**src/sib_defines.vh**
```
`ifndef SIB_DEFINES_VH
`define SIB_DEFINES_VH
`define SIB_A_CTRL    8'h00
`define SIB_A_STAT    8'h04
`define SIB_A_TXD     8'h08
`define SIB_A_RXD     8'h0C
`define SIB_A_MASK    8'h10
`define SIB_A_BAUD    8'h14
`define SIB_A_PORT    8'h18
// control bits
`define SIB_C_TE      0
`define SIB_C_RE      1
`define SIB_C_SYNC    2
`define SIB_C_PAR     3
`define SIB_C_ODD     4
`define SIB_C_STOP2   5
`define SIB_C_RIE     6
`define SIB_C_TIE     7
`define SIB_C_TX_DONE_IRQ_EN    8
// status bits, also mask and irq status layout
`define SIB_S_RXF     0
`define SIB_S_TXE     1
`define SIB_S_TXD     2
`define SIB_S_OVR     3
`define SIB_S_FER     4
`define SIB_S_PER     5
`define SIB_S_RST     6'h06
// port bits
`define SIB_P_SEL     0
`define SIB_P_DIR     1
`define SIB_P_LVL     2
`define SIB_OVS       4'hF
`define SIB_MID       4'h7
`define SIB_BAUD_RST  16'h0001
`endif

```
**src/sib_rx.v**
```verilog
`timescale 1ns/1ps
`include "sib_defines.vh"
// async receiver, 8 data bits, optional parity, one stop
module sib_rx (
  input  wire       pclk,
  input  wire       presetn,
  input  wire       tick16,
  input  wire       en,
  input  wire       par_en,
  input  wire       par_odd,
  input  wire       rxd,
  output reg        done,
  output reg  [7:0] data,
  output reg        framing_error_flag,
  output reg        per
);
  localparam IDLE = 2'b00;
  localparam BITS = 2'b01;
  reg [1:0] st_q;
  reg [3:0] sub_q;
  reg [3:0] idx_q;
  reg [9:0] sh_q;
  reg       prev_q;
  wire [3:0] last = par_en ? 4'hA : 4'h9;
  // start edge found on 16x tick, then mid-bit sampling
  always @(posedge pclk or negedge presetn) begin
    if (!presetn) begin
      st_q <= IDLE; sub_q <= 4'h0; idx_q <= 4'h0; sh_q <= 10'h000;
      prev_q <= 1'b1; done <= 1'b0; data <= 8'h00; framing_error_flag <= 1'b0; per <= 1'b0;
    end else begin
      done <= 1'b0;
      if (tick16) begin
        prev_q <= rxd;
        case (st_q)
          IDLE: begin
            // break keeps producing frames, so stays receiving
            // a line held low after a framing error starts the next frame at once
            if (en && !rxd && (prev_q || framing_error_flag)) begin
              st_q <= BITS; sub_q <= 4'h0; idx_q <= 4'h0;
            end
          end
          BITS: begin
            sub_q <= sub_q + 4'h1;
            if (sub_q == `SIB_MID) begin
              sh_q <= {rxd, sh_q[9:1]};
              if (idx_q == last) begin
                st_q  <= IDLE;
                done  <= 1'b1;
                data  <= par_en ? sh_q[8:1] : sh_q[9:2];
                framing_error_flag   <= !rxd;
                per   <= par_en && ((^sh_q[9:1]) ^ par_odd);
              end
              idx_q <= idx_q + 4'h1;
            end
          end
          default: st_q <= IDLE;
        endcase
      end
    end
  end
endmodule

```
**src/sib_top.v**
```verilog
// Implementation choices: the register addresses and the APB register port.
`timescale 1ns/1ps
`include "sib_defines.vh"
// serial block top: apb registers, flags, irqs, pin override
module sib_top #(
  parameter BAUD_W = 16
) (
  input  wire        pclk,
  input  wire        presetn,
  input  wire        psel,
  input  wire        penable,
  input  wire        pwrite,
  input  wire [7:0]  paddr,
  input  wire [31:0] pwdata,
  output reg  [31:0] prdata,
  output reg         pready,
  output reg         pslverr,
  input  wire        rxd_in,
  output reg         txd_out,
  output reg         txd_oe,
  output reg         rx_full_irq,
  output reg         tx_empty_irq,
  output reg         tx_done_irq,
  output reg         rx_error_irq,
  output reg         irq
);
  reg [8:0]        serial_control_reg_q;
  reg [5:0]        serial_status_reg_q;
  reg [5:0]        mask_q;
  reg [7:0]        tx_holding_reg_q;
  reg [7:0]        rx_data_q;
  reg [BAUD_W-1:0] baud_q;
  reg [2:0]        port_mode_reg_q;
  reg [BAUD_W-1:0] div_q;
  reg [3:0]        ovs_q;
  reg              tick16_q;
  reg              tick_q;
  wire rx_done;
  wire [7:0] rx_byte;
  wire rx_fer;
  wire rx_per;
  wire tx_busy;
  wire tx_last;
  wire tx_pin;
  wire [8:0] ctl = serial_control_reg_q;
  wire [5:0] st = serial_status_reg_q;
  wire acc = psel && penable;
  wire wr = acc && pwrite;
  wire rd_rx = acc && !pwrite && paddr == `SIB_A_RXD;
  wire wr_tdr = wr && paddr == `SIB_A_TXD;
  wire wr_stat = wr && paddr == `SIB_A_STAT;
  wire errs = st[`SIB_S_OVR] | st[`SIB_S_FER] | st[`SIB_S_PER];

  function mapped;
    input [7:0] a;
    begin
      mapped = a == `SIB_A_CTRL || a == `SIB_A_STAT || a == `SIB_A_TXD || a == `SIB_A_RXD ||
               a == `SIB_A_MASK || a == `SIB_A_BAUD || a == `SIB_A_PORT;
    end
  endfunction

  // basic clock at sixteen times bit rate, bit tick every 16th
  always @(posedge pclk or negedge presetn) begin
    if (!presetn) begin
      div_q <= {BAUD_W{1'b0}}; ovs_q <= 4'h0; tick16_q <= 1'b0; tick_q <= 1'b0;
    end else begin
      tick16_q <= 1'b0;
      tick_q <= 1'b0;
      if (div_q >= baud_q) begin
        div_q <= {BAUD_W{1'b0}};
        tick16_q <= 1'b1;
        ovs_q <= ovs_q + 4'h1;
        if (ovs_q == `SIB_OVS)
          tick_q <= 1'b1;
      end else begin
        div_q <= div_q + {{(BAUD_W-1){1'b0}}, 1'b1};
      end
    end
  end

  sib_rx u_rx (
    .pclk    (pclk),
    .presetn (presetn),
    .tick16  (tick16_q),
    .en      (ctl[`SIB_C_RE]),
    .par_en  (ctl[`SIB_C_PAR]),
    .par_odd (ctl[`SIB_C_ODD]),
    .rxd     (rxd_in),
    .done    (rx_done),
    .data    (rx_byte),
    .framing_error_flag     (rx_fer),
    .per     (rx_per)
  );

  // sync mode refuses to start while any receive error stands
  wire tx_go = ctl[`SIB_C_TE] && !st[`SIB_S_TXE] && !tx_busy &&
               !(ctl[`SIB_C_SYNC] && errs);

  sib_tx u_tx (
    .pclk    (pclk),
    .presetn (presetn),
    .tick    (tick_q),
    .start   (tx_go),
    .din     (tx_holding_reg_q),
    .par_en  (ctl[`SIB_C_PAR]),
    .par_odd (ctl[`SIB_C_ODD]),
    .stop2   (ctl[`SIB_C_STOP2]),
    .busy    (tx_busy),
    .last    (tx_last),
    .txd     (tx_pin)
  );

  // status flags: hardware set wins over write-one clear
  reg [5:0] st_d;
  always @* begin
    st_d = st;
    if (wr_stat)
      st_d = st & ~pwdata[5:0];
    if (rd_rx)
      st_d[`SIB_S_RXF] = 1'b0;
    if (wr_tdr) begin
      st_d[`SIB_S_TXE] = 1'b0;
      st_d[`SIB_S_TXD] = 1'b0;
    end
    if (tx_go)
      st_d[`SIB_S_TXE] = 1'b1;
    if (tx_last && st[`SIB_S_TXE] && !tx_go)
      st_d[`SIB_S_TXD] = 1'b1;
    if (rx_done) begin
      if (st[`SIB_S_RXF] && !rd_rx)
        st_d[`SIB_S_OVR] = 1'b1;
      else
        st_d[`SIB_S_RXF] = 1'b1;
      if (rx_fer)
        st_d[`SIB_S_FER] = 1'b1;
      if (rx_per)
        st_d[`SIB_S_PER] = 1'b1;
    end
  end

  // register file and flag storage
  always @(posedge pclk or negedge presetn) begin
    if (!presetn) begin
      serial_control_reg_q <= 9'h000;
      serial_status_reg_q  <= `SIB_S_RST;
      mask_q <= 6'h00; tx_holding_reg_q <= 8'h00; rx_data_q <= 8'h00;
      baud_q <= `SIB_BAUD_RST; port_mode_reg_q <= 3'h0;
    end else begin
      serial_status_reg_q <= st_d;
      if (rx_done && !(st[`SIB_S_RXF] && !rd_rx))
        rx_data_q <= rx_byte;
      if (wr && paddr == `SIB_A_CTRL)
        serial_control_reg_q <= pwdata[8:0];
      if (wr && paddr == `SIB_A_MASK)
        mask_q <= pwdata[5:0];
      if (wr_tdr)
        tx_holding_reg_q <= pwdata[7:0];
      if (wr && paddr == `SIB_A_BAUD)
        baud_q <= pwdata[BAUD_W-1:0];
      if (wr && paddr == `SIB_A_PORT)
        port_mode_reg_q <= pwdata[2:0];
    end
  end

  // apb answer: zero wait, registered read data
  always @(posedge pclk or negedge presetn) begin
    if (!presetn) begin
      prdata <= 32'h00000000; pready <= 1'b0; pslverr <= 1'b0;
    end else begin
      pready <= psel && !penable;
      pslverr <= psel && !penable && !mapped(paddr);
      if (psel && !penable && !pwrite) begin
        case (paddr)
          `SIB_A_CTRL: prdata <= {23'h000000, serial_control_reg_q};
          `SIB_A_STAT: prdata <= {26'h0000000, serial_status_reg_q};
          `SIB_A_TXD:  prdata <= {24'h000000, tx_holding_reg_q};
          `SIB_A_RXD:  prdata <= {24'h000000, rx_data_q};
          `SIB_A_MASK: prdata <= {26'h0000000, mask_q};
          `SIB_A_BAUD: prdata <= {{(32-BAUD_W){1'b0}}, baud_q};
          `SIB_A_PORT: prdata <= {29'h00000000, port_mode_reg_q};
          default:     prdata <= 32'h00000000;
        endcase
      end
    end
  end

  // pin override and irqs, all registered; each irq line = flag and enable, irq = any flag and mask
  always @(posedge pclk or negedge presetn) begin
    if (!presetn) begin
      txd_out <= 1'b1; txd_oe <= 1'b0;
      rx_full_irq <= 1'b0; tx_empty_irq <= 1'b0; tx_done_irq <= 1'b0;
      rx_error_irq <= 1'b0; irq <= 1'b0;
    end else begin
      if (port_mode_reg_q[`SIB_P_SEL]) begin
        txd_out <= port_mode_reg_q[`SIB_P_LVL];
        txd_oe  <= port_mode_reg_q[`SIB_P_DIR];
      end else begin
        txd_out <= tx_pin;
        txd_oe  <= ctl[`SIB_C_TE];
      end
      rx_full_irq  <= st_d[`SIB_S_RXF] & ctl[`SIB_C_RIE];
      tx_empty_irq <= st_d[`SIB_S_TXE] & ctl[`SIB_C_TIE];
      tx_done_irq  <= st_d[`SIB_S_TXD] & ctl[`SIB_C_TX_DONE_IRQ_EN];
      rx_error_irq <= (st_d[`SIB_S_OVR] | st_d[`SIB_S_FER] | st_d[`SIB_S_PER]) & ctl[`SIB_C_RIE];
      irq <= |(st_d & mask_q);
    end
  end
endmodule

```
**src/sib_tx.v**
```verilog
`timescale 1ns/1ps
`include "sib_defines.vh"
// transmitter; one tick per bit, start, 8 data, parity, stops
module sib_tx (
  input  wire       pclk,
  input  wire       presetn,
  input  wire       tick,
  input  wire       start,
  input  wire [7:0] din,
  input  wire       par_en,
  input  wire       par_odd,
  input  wire       stop2,
  output reg        busy,
  output reg        last,
  output reg        txd
);
  reg [10:0] sh_q;
  reg [3:0]  cnt_q;
  always @(posedge pclk or negedge presetn) begin
    if (!presetn) begin
      busy <= 1'b0; last <= 1'b0; txd <= 1'b1; sh_q <= 11'h7FF; cnt_q <= 4'h0;
    end else begin
      last <= 1'b0;
      if (start && !busy) begin
        busy  <= 1'b1;
        sh_q  <= par_en ? {1'b1, (^din) ^ par_odd, din, 1'b0} : {2'b11, din, 1'b0};
        cnt_q <= 4'h9 + {3'b000, par_en} + {3'b000, stop2};
      end else if (busy && tick) begin
        txd   <= sh_q[0];
        sh_q  <= {1'b1, sh_q[10:1]};
        cnt_q <= cnt_q - 4'h1;
        if (cnt_q == 4'h0) begin
          busy <= 1'b0;
          last <= 1'b1;
        end
      end
    end
  end
endmodule
```
**config.mk**
```make
export PLATFORM = sky130hd
export DESIGN_NAME = sib_top
export DESIGN_NICKNAME = d
export VERILOG_FILES = /design/src/sib_rx.v /design/src/sib_top.v /design/src/sib_tx.v
export VERILOG_INCLUDE_DIRS = /design/src /design/src/src
export SDC_FILE = /design/constraint.sdc
export NUM_CORES = 1
export LEC_CHECK = 0
export ABC_AREA = 0
export BUFFER_PORTS_ARGS = -buffer_cell sky130_fd_sc_hd__clkbuf_2
export CAP_MARGIN = 20
export CORE_UTILIZATION = 39
export CTS_CLUSTER_DIAMETER = 200
export DETAILED_ROUTE_END_ITERATION = 7
export GPL_TIMING_DRIVEN = 0
export HOLD_SLACK_MARGIN = 0.06
export SETUP_SLACK_MARGIN = 0.02
export SYNTH_ARGS = -nofsm -noshare
export SYNTH_HDL_FRONTEND = slang
export SYNTH_SLANG_ARGS = --single-unit
export TNS_END_PERCENT = 30
```
**constraint.sdc**
```tcl
create_clock -name pclk -period 2.71 [get_ports pclk]
set_input_delay 0.271 -clock pclk [delete_from_list [all_inputs] [get_ports pclk]]
set_output_delay 0.271 -clock pclk [all_outputs]
set_load 0.05 [all_outputs]
```
==> key figures <==
CTS
  • Worst-Skew Late Latency: approximately 0.42 ns
  • Clk pin slew, worst setup/hold paths: approximately 0.060 ns
  • CTS max path bufs: 2
  • Num CTS Buffers: 17
  • Clk sink count: 150
  • TritonCTS clock tree: done
  • Root buf cell: clkbuf_16
  • H-Tree Depth: 4

Logic synthesis
  • FF+latch count, synth: 150
  • Async S/R FF share, synth: 1.000
  • Main combinational cell family by area after synthesis: simple AND/OR/NAND/NOR gates
  • Top_reg_cell synth: dfrtp_1
  • Post-synthesis mux area share: 0.1128
  • Xor and xnor fraction of the mapped netlist area: 0.04503
  • Syn. warnings: 0
  • Post-Synth Adder-Cell Area: 0.03825
  • Post-Synth Simple-Gate Area: 0.1398
  • Synth Area in Compound Gates: 0.09440
  • EDFF count, synth: 0
  • Cells after synthesis: around 680
  • Synth Cell Area: between 7000 and 8000 µm²
  • Avg Synthesized Cell Area: 10.63 µm²
  • Sequential share of the synthesized area: 0.5243
  • Synth unique cells: 53

Drt
  • Drt first-iter violations: ~220
  • Post-DRT Antenna Nets: 0
  • Final WL: about 16 mm
  • Drt drc: 0
  • DRT Pass-1 Iters: 4
  • Vias: about 5,200
  • Vias per inst: 5.084
  • Drt wl/cell: 15.91 µm

Layout
  • Share of cells above drive strength 1: 0.2283
  • Finished Layout Cells: approximately 1,000
  • Fin nets: 839
  • Commonest non-fill, non-tap cell in the layout: dfrtp_1
  • Layout Area Growth over Synthesis: 18.38%
  • Antenna diode count: 0
  • Most frequent cells in the layout: dfrtp_1, nand2_1, clkbuf_2

Floorplanning
  • Top Ports: 87
  • Die Wd: ~140 µm
  • Cell row count: between 40 and 50
  • Full die area: about 19,000 µm²
  • Core Box Area: approximately 18,000 µm²
  • Initial core utilization: 0.3993
  • Die height: around 140 µm

Critical path
  • Crit-path max cell delay: ~0.43 ns
  • Reg2Reg Setup Slack: 0.30 ns
  • Worst setup EP type: flip-flop
  • CP cell instances: ha_1 -> a211o_1 -> a31oi_1 -> o221ai_1 -> a211o_1 -> clkbuf_2 -> clkbuf_2 -> nor2_1
  • Worst path required time: 3.06 ns
  • Worst-path fanout max: 10
  • CP max-delay cell: dfrtp_1
  • Critical path startpoint category: flip-flop
  • Crit path DAT: around 2.8 ns
  • Delay-heaviest family, CP: compound AO/OA/AOI/OAI gates
  • Count of buffer and inverter cells on the critical path: 2
  • Critical path class: flip-flop to flip-flop

STA
  • Setup WS post-layout: 0.3003 ns
  • Post-route setup TNS: 0 ns
  • Endpoints failing hold: 0
  • Final Skew: 0.009304 ns
  • RSZ-0062 raised after global routing: false
  • Max Clk Rate: ~410 MHz
  • Final setup vio count: 0
  • Final Cycle Share: 0.8892
  • Slew headroom: 0.4058
  • Max Slew Vio Count: 0
  • Min Tclk post-route: about 2.4 ns
  • Least-Margin Pin Slew: between 0.8 and 0.9 ns

Place
  • Dpl hpwl: approximately 12 mm
  • Placed insts: 975
  • PortBufs: 53
  • Post-Place Setup Slack: between 0.009 and 0.01 ns
  • Routability cong.: slightly below 0.9

Pwr
  • Worst VDD drop: 429.1 µV
  • LEAKAGE: ~0.0042 µW
  • Pwr/cell area: roughly 580 nW/µm²

Global route
  • Total gr overflow: 0
  • Initial antenna violation count: 0
  • First-pass GRT wire length: between 20 and 30 mm
  • Largest net degree at the start of global routing: 115
  • Total GRT Usage: 0.1853
  • Vias in the first global route: 5,008

Flow run
  • Max Cap Viol: 0

Worst hold path
  • Hold Crit Class: input port to flip-flop

Run status
  • Status: finished, final reports clean
## cell usage after synthesis, types with 3 or more instances
| cell type | count | area, µm² |
|---|---|---|
| dfrtp_1 | 134 | 3353 |
| nand2_1 | 105 | 394.1 |
| o21ai_0 | 52 | 260.3 |
| mux2_2 | 49 | 551.8 |
| nor2_1 | 35 | 131.4 |
| nand3_1 | 29 | 145.1 |
| inv_1 | 26 | 97.59 |
| ha_1 | 22 | 275.3 |
| xnor2_1 | 22 | 192.7 |
| clkbuf_1 | 20 | 75.07 |
| mux2i_1 | 17 | 170.2 |
| buf_4 | 16 | 120.1 |
| dfstp_2 | 16 | 420.4 |
| xor2_1 | 15 | 131.4 |
| a21oi_1 | 14 | 70.07 |
| a22oi_1 | 14 | 105.1 |
| and3_1 | 9 | 56.30 |
| nand2b_1 | 8 | 50.05 |
| and2_1 | 6 | 37.54 |
| nand4_1 | 6 | 37.54 |
| a22o_1 | 5 | 43.79 |
| or3_1 | 5 | 31.28 |
| buf_1 | 4 | 15.01 |
| mux4_2 | 4 | 90.09 |
| o211ai_1 | 4 | 30.03 |
| buf_2 | 3 | 15.01 |
| nor2b_1 | 3 | 18.77 |
## metrics by stage
step	hold WS (ns)	power, µW	util	area (µm²)
global placement	0.4416	2577	0.4330	7805
CTS	0.06247	5031	0.4726	8518
global route	0.09956	5158	0.4727	8519
finish	0.08536	4975	0.4727	8519
detailed placement	0.2013	2587	0.4350	7841
floorplan	-0.02459	2467	-	7253
## timing repair
action,in CTS,in global routing
pin swaps,0,0
hold buffers,6,0
setup endpoints to repair,7,9
setup buffers,0,0
cloned,0,0
resized for setup,1,2
endpoints found under the hold margin,41,0
## cell type report
type / count / area (µm²)
well taps: 229 / 286.5
inverters: 26 / 97.59
plain buffers: 43 / 227.7
fillers: 1691 / 9505
repair buffers: 60 / 361.6
multi-input cells: 473 / 3157
clock buffers: 19 / 442.9
flip-flops and latches: 150 / 3774
clock inverters: 13 / 172.7
## where the power goes
part	switching (µW)	total (µW)	internal, µW
registers	14.1	2270	2260
logic	193	277	84.2
clock network	938	2420	1490
## worst min-delay path, stage by stage
cell and delay, ns:
clkbuf_2 0.09, nand2_1 0.04, o21ai_0 0.07
## sequential cells by signal (all words and copies together) (netlist names), 3 cells and up
name,cells
u_rx.idx_q,4
u_rx.data,8
baud_q,16
ctl,9
u_tx.sh_q,10
prdata,16
rx_data_q,8
mask_q,6
div_q,16
tx_holding_reg_q,8
u_rx.sub_q,4
serial_status_reg_q,6
ovs_q,4
port_mode_reg_q,3
u_rx.sh_q,9
u_tx.cnt_q,4
## layer usage
metal,vias up,track usage,wire length (µm)
li1,2507,-,-
met1,2542,0.2455,7780
met2,83,0.2981,7590
met3,18,0.04305,521
met4,0,0.05978,221
met5,-,0,0
## kinds of logic after synthesis
| family | Yosys count |
|---|---|
| xor gates and xnor gates | 37 |
| adders and majority gates | 22 |
| AOI/OAI and AO/OA | 109 |
| buffers and inverters | 69 |
| and+or+nand+nor | 219 |
| DFF | 150 |
| other | 1 |
| muxes | 70 |
## path summary, 6_finish.rpt
check,start,cells past startpoint,to
min in group asynchronous,presetn,2,u_rx.sh_q[3]
max reg2reg,div_q[2],8,div_q[14]
max in group asynchronous,presetn,3,baud_q[12]
min reg2reg,u_tx.sh_q[0],2,u_tx.txd
min,pwdata[9],3,baud_q[9]
max,div_q[2],8,div_q[14]
Note: power is estimated with default switching activity, not from simulation.
